File: src/hdl/dtsp_pkg.sv
// Constants and carrier types for the module thermal status and power throttle block
package dtsp_pkg;
	// Clock and throttling window
	localparam int CLK_NS  = 4;
	localparam int WIN_NS  = 1000;
	localparam int WIN_CYC = WIN_NS / CLK_NS;

	// Register byte offsets in configuration space
	localparam logic [11:0] STAT0_OFS = 12'h150;
	localparam logic [11:0] STAT1_OFS = 12'h154;
	localparam logic [11:0] PWR0_OFS  = 12'h190;
	localparam logic [11:0] PWR1_OFS  = 12'h192;

	// Field positions
	localparam int FLAG_LSB = 24;
	localparam int FLAG_MSB = 28;
	localparam int PEN_BIT  = 15;
	localparam int PLIM_MSB = 11;
	localparam int SENS_FRAC = 4;

	// Reset values and limits
	localparam logic [7:0]  TEMP_RST = 8'h55;
	localparam logic [7:0]  TEMP_MAX = 8'h7f;
	localparam logic        PEN_RST  = 1'h1;
	localparam logic [11:0] PLIM_RST = 12'hfff;

	// Thresholds, one bit per crossing: 4 high, 3 mid, 2 low, 1 platform low, 0 platform high
	typedef struct packed {
		logic [7:0] hi;
		logic [7:0] mid;
		logic [7:0] lo;
		logic [7:0] plat_lo;
		logic [7:0] plat_hi;
	} dtsp_thr_t;

	// Configuration access, dword address plus byte enables
	typedef struct packed {
		logic        wr;
		logic        rd;
		logic [11:0] addr;
		logic [3:0]  be;
		logic [31:0] wdata;
	} dtsp_cfg_t;

	// Whole state of the block
	typedef struct packed {
		logic [1:0][4:0]  flag;
		logic [1:0][4:0]  cond;
		logic [1:0][7:0]  temp;
		logic [1:0]       pen;
		logic [1:0][11:0] plim;
		logic [1:0][11:0] cnt;
		logic [7:0]       win;
		logic [1:0]       allow;
		logic [31:0]      rdata;
		logic             abort;
		logic             hot_n;
		logic             sysint;
		logic [1:0][11:0] s1;
		logic [1:0][11:0] s2;
	} dtsp_state_t;
endpackage : dtsp_pkg

File: src/hdl/dtsp_top.sv
// Thermal status flags, current temperature and power throttle for two memory modules
`timescale 1ns/1ns
module dtsp_top
	import dtsp_pkg::*;
(
	input  wire logic             clk_in,                       // 250 MHz controller clock
	input  wire logic             nrst_in,                      // Async reset, active low
	input  wire dtsp_cfg_t        cfg_in,                       // Config read/write request
	output logic [31:0]           cfg_rdata_out,                // Read data, one cycle later
	output logic                  cfg_abort_out,                // Write to locked byte aborted
	input  wire dtsp_thr_t [1:0]  thr_in,                       // Thresholds per module
	input  wire logic [1:0][4:0]  mh_en_in,                     // Alarm enable per crossing
	input  wire logic             channel_thermal_config_in,    // 1: alarm plus interrupt
	input  wire logic [1:0]       temp_source_select_in,        // 1: firmware, 0: sensor
	input  wire logic             temp_override_lock_in,        // Locks temperature byte
	input  wire logic [1:0][11:0] module_thermal_sensor_in,     // Signed, 4 fraction bits
	input  wire logic [1:0][7:0]  fw_temp_in,                   // Firmware temperature
	input  wire logic [1:0]       temp_update_in,               // Load selected source
	input  wire logic [1:0]       cmd_in,                       // ACT/READ/WRITE issued
	output logic [1:0]            cmd_allow_out,                // Command may issue
	output logic                  memory_hot_alarm_n_out,       // Alarm pin, active low
	output logic                  system_management_interrupt_out // Interrupt request
);

	dtsp_state_t     st;
	dtsp_state_t     nx;
	logic [1:0][4:0] ev;
	logic [1:0][4:0] cnd;
	logic [1:0][7:0] src;
	logic [1:0]      hit_s;
	logic            hit_p;
	logic            wend;
	logic            any_hot;

	////////////////////////////////////////////////////////////////////////////////
	// Next-state logic
	always_comb begin
		nx      = st;
		ev      = '0;
		cnd     = '0;
		src     = '0;
		hit_s   = '0;
		any_hot = 1'b0;
		// Sensor pins cross in on two flops; sample is only taken on a load request
		nx.s1    = module_thermal_sensor_in;
		nx.s2    = st.s1;
		nx.abort = 1'b0;
		hit_p    = cfg_in.wr && (cfg_in.addr[11:2] == PWR0_OFS[11:2]);
		wend   = (st.win == 8'(WIN_CYC - 1));
		nx.win = wend ? 8'h00 : st.win + 8'h01;
		for (int m = 0; m < 2; m++) begin
			hit_s[m] = cfg_in.wr && (cfg_in.addr[11:2] == (m == 0 ? STAT0_OFS[11:2]
				: STAT1_OFS[11:2]));
			if (temp_source_select_in[m])
				src[m] = (fw_temp_in[m] > TEMP_MAX) ? TEMP_MAX : fw_temp_in[m];
			else
				src[m] = st.s2[m][11] ? 8'h00 : st.s2[m][11:SENS_FRAC];
			// rising crossings, falling below platform low
			cnd[m] = {st.temp[m] >= thr_in[m].hi, st.temp[m] >= thr_in[m].mid,
				st.temp[m] >= thr_in[m].lo, st.temp[m] < thr_in[m].plat_lo,
				st.temp[m] >= thr_in[m].plat_hi};
			ev[m]      = cnd[m] & ~st.cond[m];
			nx.cond[m] = cnd[m];
			// write one clears, a same-cycle event wins
			if (hit_s[m] && cfg_in.be[3])
				nx.flag[m] = st.flag[m] & ~cfg_in.wdata[FLAG_MSB:FLAG_LSB];
			nx.flag[m] = nx.flag[m] | ev[m];
			// locked byte rejects writes; hardware load takes priority
			if (temp_update_in[m])
				nx.temp[m] = src[m];
			else if (hit_s[m] && cfg_in.be[0]) begin
				if (temp_override_lock_in)
					nx.abort = 1'b1;
				else
					nx.temp[m] = (cfg_in.wdata[7:0] > TEMP_MAX) ? TEMP_MAX : cfg_in.wdata[7:0];
			end
			// enable and limit, two byte lanes per module
			if (hit_p && cfg_in.be[2*m])
				nx.plim[m][7:0] = cfg_in.wdata[16*m +: 8];
			if (hit_p && cfg_in.be[2*m+1]) begin
				nx.plim[m][PLIM_MSB:8] = cfg_in.wdata[16*m+8 +: 4];
				nx.pen[m]              = cfg_in.wdata[16*m+PEN_BIT];
			end
			// count issued commands, restart at window end
			if (wend)
				nx.cnt[m] = 12'h000;
			else if (cmd_in[m] && st.allow[m])
				nx.cnt[m] = st.cnt[m] + 12'h001;
			nx.allow[m] = !(nx.pen[m] && (nx.cnt[m] >= nx.plim[m]));
			any_hot = any_hot | (|(nx.flag[m] & mh_en_in[m]));
		end
		// alarm only, or alarm plus interrupt
		nx.hot_n  = !any_hot;
		nx.sysint = any_hot && channel_thermal_config_in;
		// Read data; unmapped addresses read zero
		nx.rdata = 32'h0000_0000;
		if (cfg_in.rd) begin
			if (cfg_in.addr[11:2] == STAT0_OFS[11:2])
				nx.rdata = {3'h0, st.flag[0], 16'h0000, st.temp[0]};
			else if (cfg_in.addr[11:2] == STAT1_OFS[11:2])
				nx.rdata = {3'h0, st.flag[1], 16'h0000, st.temp[1]};
			else if (cfg_in.addr[11:2] == PWR0_OFS[11:2])
				nx.rdata = {st.pen[1], 3'h0, st.plim[1], st.pen[0], 3'h0, st.plim[0]};
		end
	end

	////////////////////////////////////////////////////////////////////////////////
	// State register
	always_ff @(posedge clk_in or negedge nrst_in) begin
		if (!nrst_in) begin
			st        <= '0;
			st.temp   <= {TEMP_RST, TEMP_RST};
			st.pen    <= {PEN_RST, PEN_RST};
			st.plim   <= {PLIM_RST, PLIM_RST};
			st.allow  <= 2'h3;
			st.hot_n  <= 1'b1;
		end else begin
			st <= nx;
		end
	end

	// Outputs straight from the state flops
	assign cfg_rdata_out                   = st.rdata;
	assign cfg_abort_out                   = st.abort;
	assign cmd_allow_out                   = st.allow;
	assign memory_hot_alarm_n_out          = st.hot_n;
	assign system_management_interrupt_out = st.sysint;
endmodule : dtsp_top

File: config.mk
export PLATFORM = sky130hd
export DESIGN_NAME = dtsp_top
export DESIGN_NICKNAME = d
export VERILOG_FILES = /design/src/hdl/dtsp_pkg.sv /design/src/hdl/dtsp_top.sv
export SDC_FILE = /design/constraint.sdc
export NUM_CORES = 1
export LEC_CHECK = 0
export BUFFER_PORTS_ARGS = -buffer_cell sky130_fd_sc_hd__buf_2
export CAP_MARGIN = 5
export CORE_UTILIZATION = 54
export CTS_CLUSTER_DIAMETER = 40
export DETAILED_ROUTE_END_ITERATION = 10
export PLACE_DENSITY_LB_ADDON = 0.08
export SYNTH_ARGS = -nofsm -noshare
export SYNTH_HDL_FRONTEND = slang
export SYNTH_SLANG_ARGS = --single-unit
export TNS_END_PERCENT = 20
File: constraint.sdc
create_clock -name clk_in -period 3.8 [get_ports clk_in]
set_input_delay 1.14 -clock clk_in [delete_from_list [all_inputs] [get_ports clk_in]]
set_output_delay 1.14 -clock clk_in [all_outputs]
set_load 0.005 [all_outputs]
* After elaboration in Yosys (flattened, before gate mapping)
Cells that the tools add are included.
** Cells by class
- Shift-type cells :: 0
- Multiplexer cells :: 35
- Equality and inequality tests :: 6
- Bitwise operators :: 12
- Divide/modulo/power cells :: 0
- Magnitude comparators :: 15
- Add/subtract/negate cells :: 3
- Reduce and logical (&&, ||, !) cells :: 25
- Multipliers :: 0
** Operator list (count)
- 2-to-1 mux 32 bit :: 4
- 2-to-1 mux 8 bit :: 13
- >= comparator 8 bit :: 8
- 2-to-1 mux 12 bit :: 4
- AND 5 bit :: 6
- == test 10 x 7 -> 1 bit, second input constant :: 3
- adder 12 x 1 -> 12 bit, second input constant :: 2
- >= comparator 12 bit :: 2
- greater-than comparator 8 x 7 -> 1 bit, second input constant :: 3
- logical AND 1 bit :: 16
- < comparator 8 bit :: 2
- NOT 5 bit :: 3
- 2-to-1 mux 7 bit :: 2
- 2-to-1 mux 5 bit :: 2
- bitwise OR 5 bit :: 2
- OR reduction 5 bit :: 2
- adder 8 x 1 -> 8 bit, second input constant :: 1
- == test 8 bit, second input constant :: 1
- 2-to-1 mux 1 bit :: 8
- 2-to-1 mux 4 bit :: 2
- != test 2 x 1 -> 1 bit, second input constant :: 2
- AND reduction 2 bit :: 2
- nonzero test 2 bit :: 2
- logical NOT 1 bit :: 3
- bitwise OR 1 bit :: 1
** Word-level totals
- Latch bits :: 0
- Output and inout port bits :: 37
- RAM bits :: 0
- Memories kept :: 0
- Input bits :: 190
- ROM bits :: 0
- Bits in registers :: 179

* Logic depth before layout (Yosys ltp)
Gate-level depths: netlist (run 1).
- Depth after elaboration :: 9
- Mapped depth :: 14
- Depth with buffers taken out :: 14

* Least setup slack after synthesis (run 1)
Ideal clock, no wire load.
- Kind :: input to register
- Start point :: input port cfg_in[46] in the netlist's numbering
- End point :: register st (netlist bit cmd_allow_out[1])
- Required time :: 3.719 ns
- Arrival :: 3.899 ns
- Path buffers :: 1
- Setup slack :: -0.180 ns
- Setup time :: 0.081 ns
- Stages :: 14
- Path through :: nor4b_4 > nand2_2 > nor4b_2 > buf_2 > nand3_2 > mux2_2 > ha_1 > nand2b_1 > a21o_1 > a21o_1 > a21oi_1 > o21ai_0 > a311o_1 > o211ai_1
** RTL lines
- start: declaration :: line dtsp_top.sv:8 : input wire dtsp_cfg_t cfg_in,
- end signal: assignment :: line dtsp_top.sv:118 : st <= nx;
- end: declaration :: line dtsp_top.sv:25 : dtsp_state_t st;

==> run_results.csv, run 1 <==
group,metric,value,unit
run_status,outcome,"finished, final reports clean",
die,die_w,132,um
timing,fin_setup_tns,0,ps
die,num_rows,47,
layout,area_growth,19.6,%
flow_run,maxCapViolations,0,
setup_path,r2r_slack,870,ps
die,num_io_pins,227,
synthesis,synth_cells,922,
cts,cts-resized-gates,0,
cts,cts_tree,"done",
die,coreArea,0.0166,mm2
min_path,hold_path.class,"reg2reg",
drt,dr.first_iter.drc_count,373,
global_routing,grt_pass1_wl,34500,um
layout,final_cells,1351,
drt,viasPerCell,5.31,
placed_design,gp_congestion,0.858,
drt,vias,7171,
cts,clkTransAtPathRegs,70,ps
synthesis,synth-seq-area-share,0.437,
setup_path,startpoint_type,"input port",
synthesis,ys_seq_elements,158,
drt,wire_per_inst,15.8,um
synthesis,yosysWarningCount,0,
timing,slew_headroom,0.447,
die,initial_core_util,0.552,
setup_path,crit_fanout,28,
timing,finalCritPeriodShare,0.943,
setup_path,worstSetupPathType,"in2reg",
timing,finalHoldViolCount,0,
layout,insertedDiodeCount,0,
layout,mostFrequentLayoutCell,"buf_2",
timing,tightest_slew,830,ps
setup_path,cp.required,4150,ps
cts,cts_setup_buffers,0,
global_routing,grt_max_degree,92,
synthesis,synth_edf_count,0,
synthesis,netlist_area,0.00915,mm2
layout,fin_nets,1414,
cts,cts_max_level,4,
timing,rsz0062_at_grt,"no",
pwr,powerDensity,411,mW/mm2
layout,final_cell_mix,"buf_2 (205), dfrtp_1 (121), inv_1 (113), ha_1 (106), o21ai_0 (68)",
global_routing,antenna_found_initial,0,
timing,max_freq,0.279,GHz
global_routing,grt_pass1_vias,7039,
placed_design,port_buffers,206,
timing,period_needed,3580,ps
pwr,power,4500,uW
synthesis,ys.flop_type,"dfrtp_1",
synthesis,syn_area_per_cell,9.93,um2
timing,skew,11.1,ps
cts,cts_max_path_buffers,2,
drt,drc_errors,0,
layout,drive_gt1_frac,0.283,
timing,setup_viol,0,
drt,ant_nets,0,
cts,cts_made_buffers,17,
placed_design,dpl.hpwl,16700,um
global_routing,grtUsageTotal,0.257,
layout,stdcell_area,0.0109,mm2
drt,dr.pass1.iters,6,
setup_path,crit_arrival,3940,ps
global_routing,globalRouteOverflowTotal,0,
pwr,p_leak,0.00579,uW
cts,cts_hold_buf,0,
die,die_area,0.0175,mm2
die,die_y,132,um
drt,drt-total-wl,21400,um
placed_design,place_area,0.0103,mm2
pwr,peakVddDrop,0.366,mV
synthesis,synth_cell_types,57,
cts,clockRootBuffer,"clkbuf_16",
cts,cts_sinks,158,
setup_path,endpoint_kind,"register",
timing,maxSlewViolCount,0,
synthesis,async_reset_ff_frac,1.00,
placed_design,placed_cells,1319,
cts,clk_latency,430,ps
==> logic make-up (layout without fill, tap and decap cells) <==
logic type      count (synthesis)  count (layout)  share of synthesized area
buf+inv                       168             373                     0.0834
compound gates                190             190                      0.132
mux                            34              34                     0.0388
other cells                     1               5                   0.000410
xor+xnor                       21              21                     0.0201
fa+ha+maj                     106             106                      0.145
flops                         158             158                      0.437
simple gates                  244             244                      0.143
==> per-layer routing <==
metal / vias to the layer above / part of all wire / global-route usage
li1: 3558 / - / -
met1: 3343 / 0.45 / 0.345
met2: 235 / 0.47 / 0.418
met3: 35 / 0.061 / 0.0488
met4: 0 / 0.020 / 0.0894
met5: - / 0 / 0
==> power by group <==
| part | total (uW) | switching, uW | internal [uW] |
|---|---|---|---|
| Sequential | 1920 | 111 | 1800 |
| Combinational | 863 | 458 | 406 |
| Clock | 1720 | 732 | 989 |
| Total | 4500 | 1300 | 3200 |
==> worst paths after layout <==
path	from	to	cells after the start
setup / recovery	cfg_in[39]	cmd_allow_out[1]$_DFF_PN1_	13
hold / removal	nx[22]$_DFF_PN0_	st[22]$_DFF_PN0_	0
setup reg to reg	st[143]$_DFFE_PN1P_	system_management_interrupt_out$_DFF_PN0_	8
hold reg to reg	nx[22]$_DFF_PN0_	st[22]$_DFF_PN0_	0
max in group asynchronous	nrst_in	st[16]$_DFF_PN0_	2
min in group asynchronous	nrst_in	cfg_rdata_out[21]$_DFF_PN0_	1
==> layout make-up <==
type,count,area [um2]
clock buffers,17,425
clock inverters,15,171
fillers,1377,5640
inverters,113,424
multi-input cells,600,4430
flip-flops and latches,158,4000
well taps,220,275
repair buffers,228,1210
==> registers in the layout, summed over array words and instances, names as in the netlist <==
register                         cells
cmd_allow_out                        2
system_management_interrupt_out      1
nx                                  16
memory_hot_alarm_n_out               1
cfg_abort_out                        1
cfg_rdata_out                       27
st                                 110
==> metrics by stage <==
step	worst slack, ps	hold WS (ps)	util
2_1_floorplan	-2.21	331	-
3_3_place_gp	-216	332	0.624
5_1_grt	26.8	357	0.660
6_report	215	348	0.660
4_1_cts	209	349	0.660
3_5_place_dp	-235	335	0.624
==> synth_stat cells (all sizes together) (6+ instances only) <==
library cell | instances | area share
dfrtp | 121 | 0.33
inv | 113 | 0.046
ha | 106 | 0.14
o21ai | 70 | 0.038
nor2 | 53 | 0.022
nand2 | 49 | 0.020
a21oi | 43 | 0.024
buf | 39 | 0.030
dfstp | 37 | 0.11
nand2b | 31 | 0.021
and3 | 25 | 0.017
mux2i | 22 | 0.024
nand4 | 18 | 0.012
clkbuf | 16 | 0.0066
a221o | 14 | 0.015
nor2b | 14 | 0.0096
xor2 | 14 | 0.013
nand3 | 13 | 0.0082
mux2 | 12 | 0.015
a22oi | 10 | 0.0082
nor3 | 10 | 0.0055
a21o | 9 | 0.0074
o21bai | 8 | 0.0066
or3 | 7 | 0.0048
xnor2 | 7 | 0.0067
and2 | 6 | 0.0041
==> worst max-delay path, stage by stage <==
cell and delay, ps:
buf_2 130, nor4b_4 330, nand2_2 140, nor4b_4 320, buf_4 180, buf_4 280, and2_1 260, mux2i_1 260
ha_1 260, o21ai_0 150, nand2b_1 70, a311o_1 340, o211ai_1 80
Power figures use the tool's default switching activity.
==> run 2: changes to the inputs <==
--- a/config.mk
+++ b/config.mk
@@ -7,10 +7,12 @@
 export LEC_CHECK = 0
 export BUFFER_PORTS_ARGS = -buffer_cell sky130_fd_sc_hd__buf_2
 export CAP_MARGIN = 5
-export CORE_UTILIZATION = 54
+export CORE_MARGIN = 1
+export CORE_UTILIZATION = 50
 export CTS_CLUSTER_DIAMETER = 40
 export DETAILED_ROUTE_END_ITERATION = 10
 export PLACE_DENSITY_LB_ADDON = 0.08
+export SETUP_SLACK_MARGIN = 0.2
 export SYNTH_ARGS = -nofsm -noshare
 export SYNTH_HDL_FRONTEND = slang
 export SYNTH_SLANG_ARGS = --single-unit
==> run 2 against run 1 <==
Effect of this change:
- utilization shrank 4.5 points
- wire length is 0.92% higher
- global-route usage shrank 1.8 points
- worst setup slack better by 32 ps
- cell count is 1.1% higher
- via count is 1.3% lower
- critical path type unchanged
- hold slack gained 2.6 ps
==> run_results.csv, run 2 (synthesis gave the netlist of run 1 again) <==
group,metric,value,unit
setup_path,crit_path_end,"cmd_allow_out[1]$_DFF_PN1_",
placed_design,dpl.hpwl,17100,um
pwr,peakVddDrop,0.314,mV
setup_path,r2r_cells,14,
cts,cts_tree,"done",
die,initial_core_util,0.510,
cts,clockRootBuffer,"clkbuf_16",
global_routing,globalRouteOverflowTotal,0,
placed_design,gp_congestion,0.838,
cts,cts_made_buffers,17,
flow_run,maxCapViolations,0,
die,coreArea,0.0180,mm2
layout,insertedDiodeCount,0,
timing,max_freq,0.281,GHz
timing,setup_ws,247,ps
pwr,p_leak,0.00583,uW
layout,fin_nets,1420,
setup_path,r2r_end,"cmd_allow_out[0]$_DFF_PN1_",
layout,mostFrequentLayoutCell,"buf_2",
layout,top_register,"st",
pwr,power,4460,uW
timing,slew_headroom,0.502,
timing,finalCritPeriodShare,0.935,
placed_design,pre_cts_slack,-198,ps
timing,setup_viol,0,
cts,cts_max_path_buffers,2,
timing,fin_setup_tns,0,ps
cts,cts_sinks,158,
drt,ant_nets,0,
die,die_w,137,um
global_routing,grt.met2_usage,0.385,
die,die_area,0.0188,mm2
layout,area_growth,20.7,%
layout,fillers,1547,
global_routing,grtUsageMet1,0.323,
layout,final-seq-area,0.00400,mm2
drt,dr.pass1.iters,5,
drt,drt-total-wl,21600,um
die,die_y,137,um
timing,period_needed,3550,ps
global_routing,grtUsageTotal,0.239,
setup_path,endpoint_kind,"register",
timing,maxSlewViolCount,0,
cts,clkTransAtPathRegs,70,ps
cts,clk_latency,430,ps
layout,drive_gt1_frac,0.291,
drt,viasPerCell,5.18,
layout,largest_reg_flops,110,
timing,tightest_slew,744,ps
cts,cts_setup_buffers,0,
timing,finalHoldViolCount,0,
setup_path,r2r_slack,820,ps
global_routing,grt_pass1_vias,6712,
timing,rsz0062_at_grt,"yes",
cts,cts_max_level,4,
run_status,outcome,"finished, final reports clean",
drt,wire_per_inst,15.8,um
setup_path,worstSetupPathType,"in2reg",
cts,cts_hold_buf,0,
die,num_io_pins,227,
global_routing,top_usage_layer,"met2",
setup_path,cp.required,4150,ps
setup_path,rr_startpoint,"st[88]$_DFF_PN0_",
global_routing,use_met3,0.0548,
setup_path,startpoint_type,"input port",
min_path,hold_path.class,"reg2reg",
drt,drc_errors,0,
setup_path,critPathLaunch,"cfg_in[39]",
placed_design,port_buffers,206,
timing,skew,11.6,ps
drt,vias,7075,
global_routing,antenna_found_initial,0,
setup_path,crit_fanout,20,
min_path,worstHoldStart,"nx[7]$_DFF_PN0_",
pwr,powerDensity,404,mW/mm2
layout,multiInputGateArea,0.00448,mm2
global_routing,grt_max_degree,70,
global_routing,grt_pass1_wl,33600,um
drt,dr.first_iter.drc_count,310,
setup_path,crit_arrival,3910,ps
layout,final_cell_mix,"buf_2 (205), dfrtp_1 (121), inv_1 (113), ha_1 (104), o21ai_0 (68)",
die,num_rows,49,
==> run 2: cell count changes in the layout (fill, tap and decap cells not counted), sizes merged <==
cell	delta
clkinv	+5
clkinvlp	-1
bufinv	-2
buf	+6
inv	-2
==> run 2: worst min-delay path by stage <==
stage / to / slack, ps / depth (start not counted)
after floorplan: st[10]$_DFF_PN0_ / 330 / 0
after global placement: st[23]$_DFF_PN0_ / 330 / 0
after detailed placement: st[11]$_DFF_PN0_ / 330 / 0
after CTS: st[16]$_DFF_PN0_ / 350 / 0
after global routing: st[16]$_DFF_PN0_ / 350 / 0
final: st[7]$_DFF_PN0_ / 350 / 0
==> run 2: what timing repair did <==
action                                  4_1_cts  5_1_grt
endpoints found under the setup margin        0        2
endpoints found under the hold margin         0        0
resized for setup                             0        1
==> run 2: final cells by class <==
class | count | area share
Multi-Input combinational cell | 600 | 0.405
Sequential cell | 158 | 0.362
Timing Repair Buffer | 234 | 0.114
Clock buffer | 17 | 0.0385
Inverter | 113 | 0.0384
Tap cell | 229 | 0.0259
Clock inverter | 15 | 0.0155
==> run 2: per-layer routing <==
layer,vias to the layer above,routed length [um]
li1,3574,-
met1,3273,10000
met2,207,10100
met3,21,1210
met4,0,250
met5,-,0
==> run 2: critical path: stages <==
cell and delay, ps:
buf_2 110, nor4b_4 300, nand2_2 120, nor4b_4 250
buf_4 170, buf_4 120, buf_4 230, and2_1 240
mux2i_1 280, ha_1 270, o21ai_0 150, nand2b_1 80
a311o_1 340, o211ai_1 80
==> run 2: stage by stage <==
step	util	hold slack, ps	cell area [um2]	cells
after floorplan	-	331	9240	926
after global placement	0.581	331	10400	1334
after detailed placement	0.581	335	10400	1334
after CTS	0.615	351	11000	1366
after global routing	0.615	353	11000	1366
final	0.615	351	11000	1366
==> run 2: power breakdown <==
group / internal (uW) / switching, uW
clock network: 885 / 792
logic: 414 / 456
registers: 1800 / 107
total: 3100 / 1360
==> run 3: changes to the inputs <==
--- a/config.mk
+++ b/config.mk
@@ -7,6 +7,7 @@
 export LEC_CHECK = 0
 export BUFFER_PORTS_ARGS = -buffer_cell sky130_fd_sc_hd__buf_2
 export CAP_MARGIN = 5
+export CORE_ASPECT_RATIO = 1.2
 export CORE_MARGIN = 1
 export CORE_UTILIZATION = 50
 export CTS_CLUSTER_DIAMETER = 40
==> run 3 against run 2 <==
Effect of this change:
- the run now ends with DRC left
- sequential share of layout area fell by 0.32 points
- worst setup slack improved by 82 ps
- design area rose by 0.89%
- largest power group unchanged
- critical endpoint unchanged
- critical path type unchanged
- highest routed layer unchanged
==> run_results.csv, run 3 (synthesis gave the netlist of run 1 again) <==
group,metric,value,unit
global_routing,globalRouteOverflowTotal,0,
layout,top_register,"st",
cts,cts_hold_buf,0,
global_routing,antenna_found_initial,1,
layout,fin_nets,1421,
cts,cts_made_buffers,17,
placed_design,gp_congestion,0.877,
flow_run,maxCapViolations,0,
layout,area_growth,21.8,%
setup_path,startpoint_type,"input port",
global_routing,grt_pass1_vias,6917,
drt,drt-total-wl,22000,um
pwr,clock_power_share,0.384,
timing,slew_headroom,0.473,
drt,wire_per_inst,16.2,um
min_path,hold_path.class,"reg2reg",
pwr,swShare,0.290,
global_routing,grt_pass1_wl,34600,um
setup_path,worstSetupPathType,"in2reg",
layout,drive_gt1_frac,0.300,
timing,maxSlewViolCount,0,
layout,largest_reg_flops,110,
cts,cts_tree,"done",
die,die_y,150,um
global_routing,grt_max_degree,78,
timing,tightest_slew,786,ps
pwr,p_leak,0.00584,uW
die,initial_core_util,0.517,
layout,final_cell_mix,"buf_2 (205), dfrtp_1 (121), inv_1 (113), ha_1 (102), o21ai_0 (66)",
cts,cts_max_level,4,
layout,mostFrequentLayoutCell,"buf_2",
timing,rsz0062_at_grt,"yes",
drt,vias,7169,
die,num_rows,53,
pwr,p_int,3220,uW
timing,setup_viol,0,
setup_path,endpoint_kind,"register",
placed_design,pre_cts_slack,-198,ps
timing,setup_ws,329,ps
die,coreArea,0.0177,mm2
setup_path,crit_arrival,3810,ps
cts,clockRootBuffer,"clkbuf_16",
die,num_io_pins,227,
die,die_w,126,um
drt,dr.pass1.iters,10,
placed_design,dpl.hpwl,17200,um
setup_path,cp.required,4140,ps
pwr,powerDensity,407,mW/mm2
pwr,p_switching,1320,uW
drt,dr.first_iter.drc_count,385,
placed_design,port_buffers,206,
drt,drc_errors,16,
setup_path,crit_fanout,7,
die,die_area,0.0189,mm2
cts,clkTransAtPathRegs,70,ps
timing,period_needed,3470,ps
timing,finalHoldViolCount,0,
run_status,violations,"DRC",
pwr,p_comb_frac,0.194,
pwr,peakVddDrop,0.305,mV
timing,skew,12.3,ps
cts,clk_latency,430,ps
cts,cts_sinks,158,
drt,ant_nets,0,
timing,finalCritPeriodShare,0.913,
timing,max_freq,0.288,GHz
run_status,outcome,"finished with violations",
setup_path,r2r_cells,9,
cts,cts_max_path_buffers,2,
drt,viasPerCell,5.28,
pwr,p_seq_frac,0.422,
timing,whs,347,ps
min_path,hold_depth,0,
global_routing,grtUsageTotal,0.240,
[run 3: changes by cell type in the layout (fill, tap and decap cells not counted), sizes merged]
cell	change
clkbuf	+1
inv	+2
buf	+1
clkinv	-5
bufinv	+2
diode	+1
[run 3: worst paths after layout]
kind	startpoint	end	slack (ps)
max	cfg_in[46]	cmd_allow_out[1]$_DFF_PN1_	330
min	nx[6]$_DFF_PN0_	st[6]$_DFF_PN0_	350
max reg2reg	st[151]$_DFFE_PN1P_	system_management_interrupt_out$_DFF_PN0_	800
min reg2reg	nx[6]$_DFF_PN0_	st[6]$_DFF_PN0_	350
max in group asynchronous	nrst_in	st[123]$_DFF_PN1_	2340
min in group asynchronous	nrst_in	st[103]$_DFF_PN0_	610
[run 3: power groups by stage]
stage | clock, uW | combinational (uW) | sequential (uW)
finish | 1740 | 881 | 1920
global route | 1850 | 1020 | 1930
CTS | 1770 | 883 | 1910
detailed placement | 0 | 871 | 1940
global placement | 0 | 852 | 1940
floorplan | 0 | 578 | 1910
[run 3: through the flow]
step	std cells	total power, uW	instance area [um2]	TNS (ps)	utilization
after floorplan	926	2480	9240	0	-
after global placement	1323	2790	10400	-307	0.589
after detailed placement	1323	2810	10400	-365	0.589
after CTS	1355	4570	11000	0	0.623
after global routing	1359	4800	11100	0	0.629
final	1359	4540	11100	0	0.629
[run 3: area by class of cell]
type,instances,area [um2]
antenna,1,2.50
clock buffer,18,429
clock inverter,14,171
fill,1537,6560
inverter,113,424
multi-input combinational,600,4560
sequential,158,4000
tap,220,275
timing repair buffer,235,1280
[run 3: what timing repair did]
action / 4_1_cts / 5_1_grt
setup buffers: 0 / 3
setup endpoints to repair: 0 / 2
gates resized for setup: 0 / 18
[run 3: worst max-delay path: stages]
cell and delay [ps]:
buf_2 130, nor4b_4 300, nand2_2 110, nor4b_4 280
buf_6 170, buf_4 120, buf_4 170, and2_2 210
mux2i_2 270, ha_1 270, o21ai_1 110, nand2b_1 80
a311o_1 340, o211ai_1 90
[run 3: metal layers]
layer,up-vias,global-route usage,wire length (um)
li1,3572,-,-
met1,3400,0.313,9760
met2,174,0.406,10900
met3,23,0.0455,999
met4,0,0.0707,305
met5,-,0,0
